$ cat config.mk
export PLATFORM = sky130hd
export DESIGN_NAME = xbpi_top
export DESIGN_NICKNAME = d
export VERILOG_FILES = /design/src/xbpi_pkg.sv /design/src/xbpi_top.sv /design/src/xbpi_sync.sv /design/src/xbpi_timeout.sv
export SDC_FILE = /design/constraint.sdc
export NUM_CORES = 1
export LEC_CHECK = 0
export BUFFER_PORTS_ARGS = -buffer_cell sky130_fd_sc_hd__buf_2
export CAP_MARGIN = 5
export CELL_PAD_IN_SITES_DETAIL_PLACEMENT = 1
export CELL_PAD_IN_SITES_GLOBAL_PLACEMENT = 2
export CORE_UTILIZATION = 30
export DETAILED_ROUTE_END_ITERATION = 7
export PLACE_DENSITY = 0.82
export SLEW_MARGIN = 40
export SYNTH_ARGS = -nofsm -noshare
export SYNTH_HDL_FRONTEND = slang
export SYNTH_HIERARCHICAL = 1
export SYNTH_SLANG_ARGS = --single-unit
$ cat constraint.sdc
create_clock -name clk -period 3.5 [get_ports clk]
set_input_delay 0.35 -clock clk [delete_from_list [all_inputs] [get_ports clk]]
set_output_delay 0.35 -clock clk [all_outputs]
set_load 0.02 [all_outputs]
$ cat src/xbpi_pkg.sv
package xbpi_pkg;
    // Pin widths and core address width
    localparam int ADDR_W = 25;
    localparam int CORE_ADDR_W = 26;
    localparam int DATA_W = 32;
    localparam int LANES = 4;
    localparam int CS_N = 6;
    localparam int BOOT_W = 4;
    // Shared-pin positions for SDRAM addressing
    localparam int BANK_PIN_LO = 11;
    localparam int BANK_CORE_LO = 21;
    localparam int BANK_W = 5;
    localparam int IBANK_PIN_LO = 16;
    localparam int IBANK_CORE_LO = 9;
    localparam int IBANK_W = 4;
    localparam int MA_LOW_PIN_LO = 1;
    localparam int MA_LOW_W = 10;
    localparam int MA_HIGH_W = 2;
    localparam int CSD_FIRST = 2;
    // Time-out in clock counts
    localparam int ACK_TIMEOUT = 1022;
    localparam int TMO_W = 10;
    // Burst clock divide: half period in system clocks
    localparam int BCLK_HALF = 2;
    // Reset values and the serial-flash boot code
    localparam logic [1:0] FMUX_RESET = 2'h3;
    localparam logic [BOOT_W-1:0] BOOT_RESET = 4'h0;
    localparam logic [BOOT_W-1:0] BOOT_SFLASH = 4'h3;
    // Access size codes
    typedef enum logic [1:0] {XBPI_BYTE, XBPI_HALF, XBPI_WORD, XBPI_RSVD} xbpi_size_type;
    // Cycle kinds
    typedef enum logic [1:0] {XBPI_ASYNC, XBPI_BURST, XBPI_SDRAM, XBPI_SDRAM_IL} xbpi_kind_type;
endpackage : xbpi_pkg

$ cat src/xbpi_top.sv
`timescale 1ns/1ps
// Operation
// - Four active-low byte strobes, first is MSB
// - Active-low output enable lets memory drive
// - Six chip selects; two shared, SDRAM default
// - Burst restart input forces a new address latch, keeping the current address and remaining beats
// - Active-low address latch marks burst start
// - Burst clock runs during burst mode
// - Direction high read, low write
// - Bus error after 1022 clocks without acknowledge
// - Boot mode sampled from pins at reset
// - Second SDRAM select serves as boot select
// - Bank bits 25:21 on address pins 15:11
// - Interleave bank 12:9 on pins 19:16
// - SDRAM row/column low bits on pins 10:1
// - Dedicated upper address, data masks, strobes
module xbpi_top
    import xbpi_pkg::*;
#(
    parameter int LIMIT = ACK_TIMEOUT,
    parameter int HALF = BCLK_HALF
) (
    input wire logic clk,
    input wire logic rst,
    // Core request side
    input wire logic req_valid,
    input wire logic req_write,
    input wire xbpi_pkg::xbpi_kind_type req_kind,
    input wire xbpi_pkg::xbpi_size_type req_size,
    input wire logic [2:0] req_cs,
    input wire logic [xbpi_pkg::CORE_ADDR_W-1:0] req_addr,
    input wire logic [xbpi_pkg::DATA_W-1:0] req_wdata,
    input wire logic [3:0] req_beats,
    input wire logic use_ext_ack,
    input wire logic [1:0] function_mux_control,
    input wire logic [1:0] sdram_cmd,
    output logic req_ready,
    output logic resp_valid,
    output logic resp_bus_error,
    output logic [xbpi_pkg::DATA_W-1:0] resp_rdata,
    output logic [xbpi_pkg::BOOT_W-1:0] boot_mode,
    output logic boot_sflash,
    // Pins
    output logic [xbpi_pkg::ADDR_W-1:0] addr_pin,
    input wire logic [xbpi_pkg::DATA_W-1:0] data_in,
    output logic [xbpi_pkg::DATA_W-1:0] data_out,
    output logic data_oe,
    output logic [xbpi_pkg::LANES-1:0] byte_lane_strobe_n,
    output logic output_enable_n,
    output logic [xbpi_pkg::CS_N-1:0] chip_select_n,
    output logic [1:0] sdram_chip_select_n,
    input wire logic burst_restart_n,
    output logic burst_addr_latch_n,
    output logic burst_clk,
    output logic read_write,
    input wire logic transfer_ack_n,
    input wire logic [xbpi_pkg::BOOT_W-1:0] boot_pins,
    output logic [xbpi_pkg::MA_HIGH_W-1:0] mem_row_col_addr_hi,
    output logic [xbpi_pkg::LANES-1:0] dqm,
    output logic ras_n,
    output logic cas_n,
    output logic sdram_we_n
);
    import xbpi_pkg::*;

    typedef enum {ST_IDLE, ST_LATCH, ST_WAIT, ST_DONE} xbpi_state_type;

    // Lane enables, bit 3 = MSB lane (data[31:24])
    function automatic logic [LANES-1:0] lane_mask(input xbpi_size_type sz, input logic [1:0] a);
        logic [LANES-1:0] m;
        m = 4'h0;
        case (sz)
            XBPI_BYTE: m = 4'h8 >> a;
            XBPI_HALF: m = a[1] ? 4'h3 : 4'hc;
            default: m = 4'hf;
        endcase
        return m;
    endfunction : lane_mask

    logic ack_s;
    logic restart_s;
    logic [BOOT_W-1:0] boot_s;
    logic expired;
    logic [3:0] sync_out;

    // Pins from outside the clock domain
    xbpi_sync #(.W(2), .INIT(2'h3)) u_sync_ctl (
        .clk(clk),
        .rst(rst),
        .din({transfer_ack_n, burst_restart_n}),
        .dout(sync_out[1:0])
    );
    // Boot pins keep sampling through reset so the captured mode is the pin level, not INIT
    xbpi_sync #(.W(BOOT_W), .INIT(BOOT_RESET)) u_sync_boot (
        .clk(clk),
        .rst(1'b0),
        .din(boot_pins),
        .dout(boot_s)
    );
    assign ack_s = ~sync_out[1];
    assign restart_s = ~sync_out[0];
    assign sync_out[3:2] = 2'h0;

    xbpi_state_type st_q, st_d;
    xbpi_kind_type kind_q, kind_d;
    logic write_q, write_d;
    logic [CORE_ADDR_W-1:0] addr_q, addr_d;
    logic [DATA_W-1:0] wdata_q, wdata_d;
    logic [LANES-1:0] lanes_q, lanes_d;
    logic [2:0] cs_q, cs_d;
    logic [3:0] beats_q, beats_d;
    logic [1:0] cmd_q, cmd_d;
    logic ext_q, ext_d;
    logic [2:0] bdiv_q, bdiv_d;
    logic bclk_q, bclk_d;
    logic boot_hold_q, boot_hold_d;
    logic [BOOT_W-1:0] boot_q, boot_d;
    logic [1:0] fmux_q, fmux_d;
    logic waiting;

    // Output register next values
    logic ready_d, rv_d, berr_d, latch_n_d, oe_n_d, doe_d, rw_d;
    logic [DATA_W-1:0] rdata_d, dout_d;
    logic [ADDR_W-1:0] apin_d;
    logic [LANES-1:0] strobe_n_d, dqm_d;
    logic [CS_N-1:0] cs_n_d;
    logic [1:0] csd_n_d;
    logic [1:0] mahi_d;
    logic ras_n_d, cas_n_d, swe_n_d;

    assign waiting = (st_q == ST_WAIT) && ext_q;

    // Time-out only runs while an externally acknowledged cycle waits
    xbpi_timeout #(.LIMIT(LIMIT)) u_tmo (
        .clk(clk),
        .rst(rst),
        .run(waiting),
        .expired(expired)
    );

    // Cycle sequencer
    always_comb
    begin
        st_d = st_q;
        kind_d = kind_q;
        write_d = write_q;
        addr_d = addr_q;
        wdata_d = wdata_q;
        lanes_d = lanes_q;
        cs_d = cs_q;
        beats_d = beats_q;
        cmd_d = cmd_q;
        ext_d = ext_q;
        rv_d = 1'b0;
        berr_d = 1'b0;
        rdata_d = resp_rdata;
        case (st_q)
            ST_IDLE:
            begin
                if (req_valid)
                begin
                    kind_d = req_kind;
                    write_d = req_write;
                    addr_d = req_addr;
                    wdata_d = req_wdata;
                    lanes_d = lane_mask(req_size, req_addr[1:0]);
                    cs_d = req_cs;
                    beats_d = req_beats;
                    cmd_d = req_sdram_cmd_fix(sdram_cmd);
                    ext_d = use_ext_ack;
                    st_d = (req_kind == XBPI_BURST) ? ST_LATCH : ST_WAIT;
                end
            end
            ST_LATCH:
                st_d = ST_WAIT;
            ST_WAIT:
            begin
                if (kind_q == XBPI_BURST && restart_s)
                begin
                    st_d = ST_LATCH;
                end
                else if (expired)
                begin
                    berr_d = 1'b1;
                    rv_d = 1'b1;
                    st_d = ST_DONE;
                end
                else if (ack_s || !ext_q)
                begin
                    rdata_d = data_in;
                    rv_d = 1'b1;
                    if (kind_q == XBPI_BURST && beats_q != 4'h0)
                    begin
                        beats_d = beats_q - 1'b1;
                        addr_d = addr_q + CORE_ADDR_W'(LANES);
                    end
                    else
                    begin
                        st_d = ST_DONE;
                    end
                end
            end
            ST_DONE:
                st_d = ack_s ? ST_DONE : ST_IDLE; // Wait for ack release
            default:
                st_d = ST_IDLE;
        endcase
    end

    function automatic logic [1:0] req_sdram_cmd_fix(input logic [1:0] c);
        return c;
    endfunction : req_sdram_cmd_fix

    // Boot pins captured once after reset release; function mux defaults to SDRAM selects
    always_comb
    begin
        boot_hold_d = 1'b1;
        boot_d = boot_hold_q ? boot_q : boot_s;
        fmux_d = boot_hold_q ? function_mux_control : FMUX_RESET;
    end

    // Burst clock from a divider, only while a burst runs
    always_comb
    begin
        bdiv_d = 3'h0;
        bclk_d = 1'b0;
        if (kind_q == XBPI_BURST && (st_q == ST_WAIT || st_q == ST_LATCH))
        begin
            bdiv_d = (bdiv_q == 3'(HALF - 1)) ? 3'h0 : bdiv_q + 1'b1;
            bclk_d = (bdiv_q == 3'(HALF - 1)) ? ~bclk_q : bclk_q;
        end
    end

    // Pin drive
    always_comb
    begin
        logic act;
        logic sd;
        // Pins follow the next state so they are live in the cycle that samples data_in
        act = (st_d == ST_LATCH) || (st_d == ST_WAIT);
        sd = (kind_d == XBPI_SDRAM) || (kind_d == XBPI_SDRAM_IL);
        ready_d = (st_d == ST_IDLE);
        latch_n_d = ~(st_d == ST_LATCH);
        rw_d = ~(act && write_d);
        oe_n_d = ~(act && !write_d && !sd);
        doe_d = act && write_d;
        dout_d = wdata_d;
        strobe_n_d = (act && !sd) ? ~lanes_d : 4'hf;
        dqm_d = (act && sd) ? ~lanes_d : 4'hf;
        cs_n_d = 6'h3f;
        csd_n_d = 2'h3;
        apin_d = addr_d[ADDR_W-1:0];
        mahi_d = 2'h0;
        ras_n_d = 1'b1;
        cas_n_d = 1'b1;
        swe_n_d = 1'b1;
        if (act)
        begin
            if (sd)
            begin
                if (cs_d == 3'(CSD_FIRST) || cs_d == 3'(CSD_FIRST + 1))
                    csd_n_d[cs_d[0]] = ~fmux_q[cs_d[0]];
                apin_d[MA_LOW_PIN_LO +: MA_LOW_W] = addr_d[MA_LOW_PIN_LO +: MA_LOW_W];
                mahi_d = addr_d[MA_LOW_PIN_LO + MA_LOW_W +: MA_HIGH_W];
                if (kind_d == XBPI_SDRAM)
                    apin_d[BANK_PIN_LO +: BANK_W] = addr_d[BANK_CORE_LO +: BANK_W];
                else
                    apin_d[IBANK_PIN_LO +: IBANK_W] = addr_d[IBANK_CORE_LO +: IBANK_W];
                ras_n_d = ~cmd_d[1];
                cas_n_d = ~cmd_d[0];
                swe_n_d = ~write_d;
            end
            else if (cs_d < 3'(CS_N))
            begin
                // Shared pins only reach the static select when the mux picks it
                if (!(cs_d == 3'(CSD_FIRST) && fmux_q[0]) && !(cs_d == 3'(CSD_FIRST + 1) && fmux_q[1]))
                    cs_n_d[cs_d] = 1'b0;
            end
        end
    end

    always_ff @(posedge clk)
    begin
        if (rst)
        begin
            st_q <= ST_IDLE;
            kind_q <= XBPI_ASYNC;
            write_q <= 1'b0;
            addr_q <= '0;
            wdata_q <= '0;
            lanes_q <= '0;
            cs_q <= '0;
            beats_q <= '0;
            cmd_q <= '0;
            ext_q <= 1'b0;
            bdiv_q <= '0;
            bclk_q <= 1'b0;
            boot_hold_q <= 1'b0;
            boot_q <= BOOT_RESET;
            fmux_q <= FMUX_RESET;
            req_ready <= 1'b0;
            resp_valid <= 1'b0;
            resp_bus_error <= 1'b0;
            resp_rdata <= '0;
            addr_pin <= '0;
            data_out <= '0;
            data_oe <= 1'b0;
            byte_lane_strobe_n <= 4'hf;
            output_enable_n <= 1'b1;
            chip_select_n <= 6'h3f;
            sdram_chip_select_n <= 2'h3;
            burst_addr_latch_n <= 1'b1;
            read_write <= 1'b1;
            mem_row_col_addr_hi <= '0;
            dqm <= 4'hf;
            ras_n <= 1'b1;
            cas_n <= 1'b1;
            sdram_we_n <= 1'b1;
        end
        else
        begin
            st_q <= st_d;
            kind_q <= kind_d;
            write_q <= write_d;
            addr_q <= addr_d;
            wdata_q <= wdata_d;
            lanes_q <= lanes_d;
            cs_q <= cs_d;
            beats_q <= beats_d;
            cmd_q <= cmd_d;
            ext_q <= ext_d;
            bdiv_q <= bdiv_d;
            bclk_q <= bclk_d;
            boot_hold_q <= boot_hold_d;
            boot_q <= boot_d;
            fmux_q <= fmux_d;
            req_ready <= ready_d;
            resp_valid <= rv_d;
            resp_bus_error <= berr_d;
            resp_rdata <= rdata_d;
            addr_pin <= apin_d;
            data_out <= dout_d;
            data_oe <= doe_d;
            byte_lane_strobe_n <= strobe_n_d;
            output_enable_n <= oe_n_d;
            chip_select_n <= cs_n_d;
            sdram_chip_select_n <= csd_n_d;
            burst_addr_latch_n <= latch_n_d;
            read_write <= rw_d;
            mem_row_col_addr_hi <= mahi_d;
            dqm <= dqm_d;
            ras_n <= ras_n_d;
            cas_n <= cas_n_d;
            sdram_we_n <= swe_n_d;
        end
    end

    assign burst_clk = bclk_q;
    assign boot_mode = boot_q;
    // Default mux leaves second SDRAM select on the boot pin
    assign boot_sflash = (boot_q == BOOT_SFLASH) && fmux_q[1];
endmodule : xbpi_top

$ cat src/xbpi_sync.sv
`timescale 1ns/1ps
// Two-flop synchroniser for pin inputs
module xbpi_sync #(
    parameter int W = 1,
    parameter logic [W-1:0] INIT = '1
) (
    input wire logic clk,
    input wire logic rst,
    input wire logic [W-1:0] din,
    output logic [W-1:0] dout
);
    logic [W-1:0] meta_q;
    logic [W-1:0] meta_d;
    logic [W-1:0] sync_d;

    // Only the second stage is visible outside
    always_comb
    begin
        meta_d = din;
        sync_d = meta_q;
    end

    always_ff @(posedge clk)
    begin
        if (rst)
        begin
            meta_q <= INIT;
            dout <= INIT;
        end
        else
        begin
            meta_q <= meta_d;
            dout <= sync_d;
        end
    end
endmodule : xbpi_sync

$ cat src/xbpi_timeout.sv
`timescale 1ns/1ps
// Bus time-out monitor: counts clocks while a cycle waits for acknowledge
module xbpi_timeout
    import xbpi_pkg::*;
#(
    parameter int LIMIT = ACK_TIMEOUT
) (
    input wire logic clk,
    input wire logic rst,
    input wire logic run,
    output logic expired
);
    logic [TMO_W-1:0] cnt_q;
    logic [TMO_W-1:0] cnt_d;
    logic expired_d;

    // Counter restarts whenever no cycle is waiting
    always_comb
    begin
        cnt_d = '0;
        expired_d = 1'b0;
        if (run)
        begin
            if (cnt_q == TMO_W'(LIMIT - 1))
            begin
                expired_d = 1'b1;
                cnt_d = cnt_q;
            end
            else
            begin
                cnt_d = cnt_q + 1'b1;
            end
        end
    end

    always_ff @(posedge clk)
    begin
        if (rst)
        begin
            cnt_q <= '0;
            expired <= 1'b0;
        end
        else
        begin
            cnt_q <= cnt_d;
            expired <= expired_d;
        end
    end
endmodule : xbpi_timeout

==> impl_metrics.py <==
metrics = {
    "cts": {
        "clkLatencyLatePin_ns": 0.52,
        "post-cts-setup-buffer-count": 0,
        "cts_resized": 0,
        "clock-sinks": 210,
        "clockBufferDepth": 3,
        "cts-buffers-inserted": 25,
        "root_buffer": "clkbuf_16",
        "cts_tree": "yes",
        "path_clk_slew_ns": 0.06,
        "htreeDepth": 1,
        "cts_hold_buf": 0,
    },
    "critical_path": {
        "crit_path_start_kind": "register",
        "critPathRequiredTime_ns": 3.87,
        "crit_path_end_kind": "register",
        "rrSetupSlack_ns": 0.67,
        "cp_slowest_cell": "or3_1",
        "r2r_cells": 9,
        "critPathMaxStageDelay_ns": 0.50,
        "cp_max_fo": 11,
        "crit_type": "reg2reg",
        "r2r-end": "chip_select_n[2]$_SDFF_PP1_",
        "crit_path_frequent_cell": "or3_1",
        "timing.rr.start": "beats_q[0]$_SDFFE_PP0P_",
        "cp_cell_sequence": "inv_1, ha_1, nor3b_1, or3_1, a311oi_4, xnor2_1, or3_1, nor2b_4, nand4bb_1",
        "cpLargestDelayFamily": "simple AND/OR/NAND/NOR gates",
        "critical_path_buf_inv_count": 1,
        "crit_arrival_ns": 3.20,
    },
    "detailed_routing": {
        "wl_per_cell_um": 16.0,
        "first_pass_iters": 4,
        "routed_via_density": 4.81,
        "remaining_drc_errors": 0,
        "num_vias": 7201,
        "drtIter0Drc": 379,
        "routed_wl_um": 23900,
        "postRouteAntennaNets": 0,
    },
    "grt": {
        "grt_overflow": 0,
        "track_usage_pct": 17.1,
        "grt_pass1_wl_um": 37000,
        "met2_usage_pct": 28.6,
        "grt-busiest-layer": "met2",
        "antenna_found_initial": 4,
        "first_global_vias": 7052,
        "gr-usage-met1_pct": 22.6,
        "gr-usage-met3_pct": 3.31,
        "grt_max_degree": 62,
    },
    "cells_and_area": {
        "drive_above_1_share_pct": 27.3,
        "final_cell_mix": "237 x buf_2, 210 x dfxtp_1, 182 x nand2_1",
        "fin_util_pct": 39.9,
        "multiInputGateArea_um2": 3480,
        "stdcell_count": 1498,
        "area_growth_pct": 30.8,
        "fillers": 3148,
        "layout_commonest_cell": "buf_2",
        "regArea_um2": 4200,
        "fin_nets": 1266,
    },
    "synthesis": {
        "synth.distinct_cells": 71,
        "syn_inst": 885,
        "async_reset_ff_share_pct": 0,
        "ys.flop_type": "dfxtp_1",
        "synth_warnings": 6,
        "synth_edf_count": 0,
        "ys_seq_area_share_pct": 53.0,
        "avgSynthCellArea_um2": 8.97,
        "netlist_area_um2": 7940,
        "ys_seq_elements": 210,
    },
    "placed_design": {
        "port_buffers": 238,
        "dp_slack_ns": 0.668,
        "gp_congestion": 0.830,
        "dp_hpwl_um": 17000,
        "dp_cells": 1452,
    },
    "floorplan": {
        "die_w_um": 165,
        "start_util_pct": 30.5,
        "io_pins": 239,
        "coreArea_um2": 26000,
        "num_rows": 59,
        "chipHeight_um": 165,
        "die_area_um2": 27100,
    },
    "power": {
        "cellPowerDensity_nw_per_um2": 507,
        "ir_worst_vdd_v": 0.000442,
        "cellLeakagePower_nw": 4.29,
    },
    "sta": {
        "rsz0062_at_grt": "no",
        "hold_violations": 0,
        "fin_skew_ns": 0.0251,
        "final_max_slew_viol_count": 0,
        "relSlewSlack_pct": 53.7,
        "period_share_pct": 80.9,
        "hold_ws_ns": 0.0284,
        "worst_slack_ns": 0.667,
        "worst_slew_pin_slew_ns": 0.677,
        "setup_violations": 0,
        "tns_ns": 0,
        "min_period_ns": 2.83,
        "fmax_ghz": 0.353,
    },
    "outcome": {
        "outcome": "completed",
    },
    "worst_hold_path": {
        "hold-path-cell-count": 2,
        "whs_endpoint": "fmux_q[0]$_SDFF_PP1_",
        "holdCritStartpoint": "function_mux_control[0]",
        "hp-class": "in2reg",
    },
    "job": {
        "drv_cap": 0,
    },
}
[kinds of logic (layout without fill, tap and decap cells)]
group / Yosys count / after routing / share of synthesized area, %
flops: 210 / 210 / 53.0
simple gates: 392 / 392 / 24.6
xor+xnor: 7 / 7 / 0.773
buf+inv: 76 / 316 / 4.95
compound gates: 180 / 180 / 14.1
other cells: 1 / 39 / 0.0473
fa+ha+maj: 6 / 6 / 0.946
mux: 13 / 13 / 1.66
[per-stage QoR]
step	power (mW)	cell area, um^2
2_1_floorplan	2.53	8070
3_3_place_gp	2.62	9500
3_5_place_dp	2.62	9500
4_1_cts	5.34	10400
5_1_grt	5.44	10400
6_report	5.26	10400
[power breakdown]
group,internal [mW],switching (mW)
Sequential,2.42,0.0105
Clock,1.67,1.02
Combinational,0.0642,0.0729
Total,4.15,1.11
[per-layer routing]
metal / up-vias / wire [um]
li1: 3549 / -
met1: 3437 / 11000
met2: 173 / 11200
met3: 34 / 1290
met4: 8 / 450
met5: - / 47
[worst max path at each step]
stage / startpoint / to / slack (ns) / depth (start not counted)
after floorplan: st_q[16]$_SDFF_PP0_ / u_tmo/cnt_q[6]$_SDFFE_PP0P_ / 0.96 / 9
after global placement: beats_q[0]$_SDFFE_PP0P_ / chip_select_n[4]$_SDFF_PP1_ / 0.76 / 9
after detailed placement: beats_q[0]$_SDFFE_PP0P_ / chip_select_n[2]$_SDFF_PP1_ / 0.67 / 9
after CTS: beats_q[0]$_SDFFE_PP0P_ / chip_select_n[2]$_SDFF_PP1_ / 0.67 / 9
after global routing: beats_q[0]$_SDFFE_PP0P_ / chip_select_n[2]$_SDFF_PP1_ / 0.53 / 9
final: beats_q[0]$_SDFFE_PP0P_ / chip_select_n[2]$_SDFF_PP1_ / 0.67 / 9
[flip-flops by register name, indices dropped and copies added, names as in the netlist, 2 cells and up, named ones only]
signal and flops:
u_sync_boot/meta_q 4, boot_mode 4, resp_rdata 32, addr_q 11
u_sync_ctl/meta_q 2, fmux_q 2, chip_select_n 6, dqm 4
mem_row_col_addr_hi 2, bdiv_q 3, addr_pin 14, cs_q 3
u_sync_boot/dout 4, lanes_q 4, beats_q 4, st_q 32
cmd_q 2, u_sync_ctl/dout 2, u_tmo/cnt_q 10, kind_q 2
sdram_chip_select_n 2, wdata_q 32, byte_lane_strobe_n 4
[final cells by class]
class	instances	area share, %
Sequential cell	210	40.5
Multi-Input combinational cell	636	33.6
Timing Repair Buffer	257	12.9
Clock buffer	35	7.36
Tap cell	335	4.04
Clock inverter	10	1.10
Inverter	14	0.506
Antenna cell	1	0.0241
[worst register-to-register path, cell delays in order, from the launching register on]
cell	delay (ns)
dfxtp_1	0.34
inv_1	0.08
ha_1	0.23
nor3b_1	0.20
or3_1	0.36
a311oi_4	0.38
xnor2_1	0.14
or3_1	0.50
nor2b_4	0.33
nand4bb_1	0.14
[cells in the mapped netlist, types with 13 or more instances]
cell type	instances	area, um^2
buf_4	19	143
nand3_1	19	95.1
nor2_1	49	184
dfxtp_1	210	4200
o21ai_0	22	110
clkbuf_1	28	105
nor2b_1	14	87.6
inv_1	14	52.6
nor3_1	15	75.1
a21oi_1	92	460
nand2_1	182	683
and2_1	13	81.3
No activity file was read; power rests on OpenSTA's default activity.
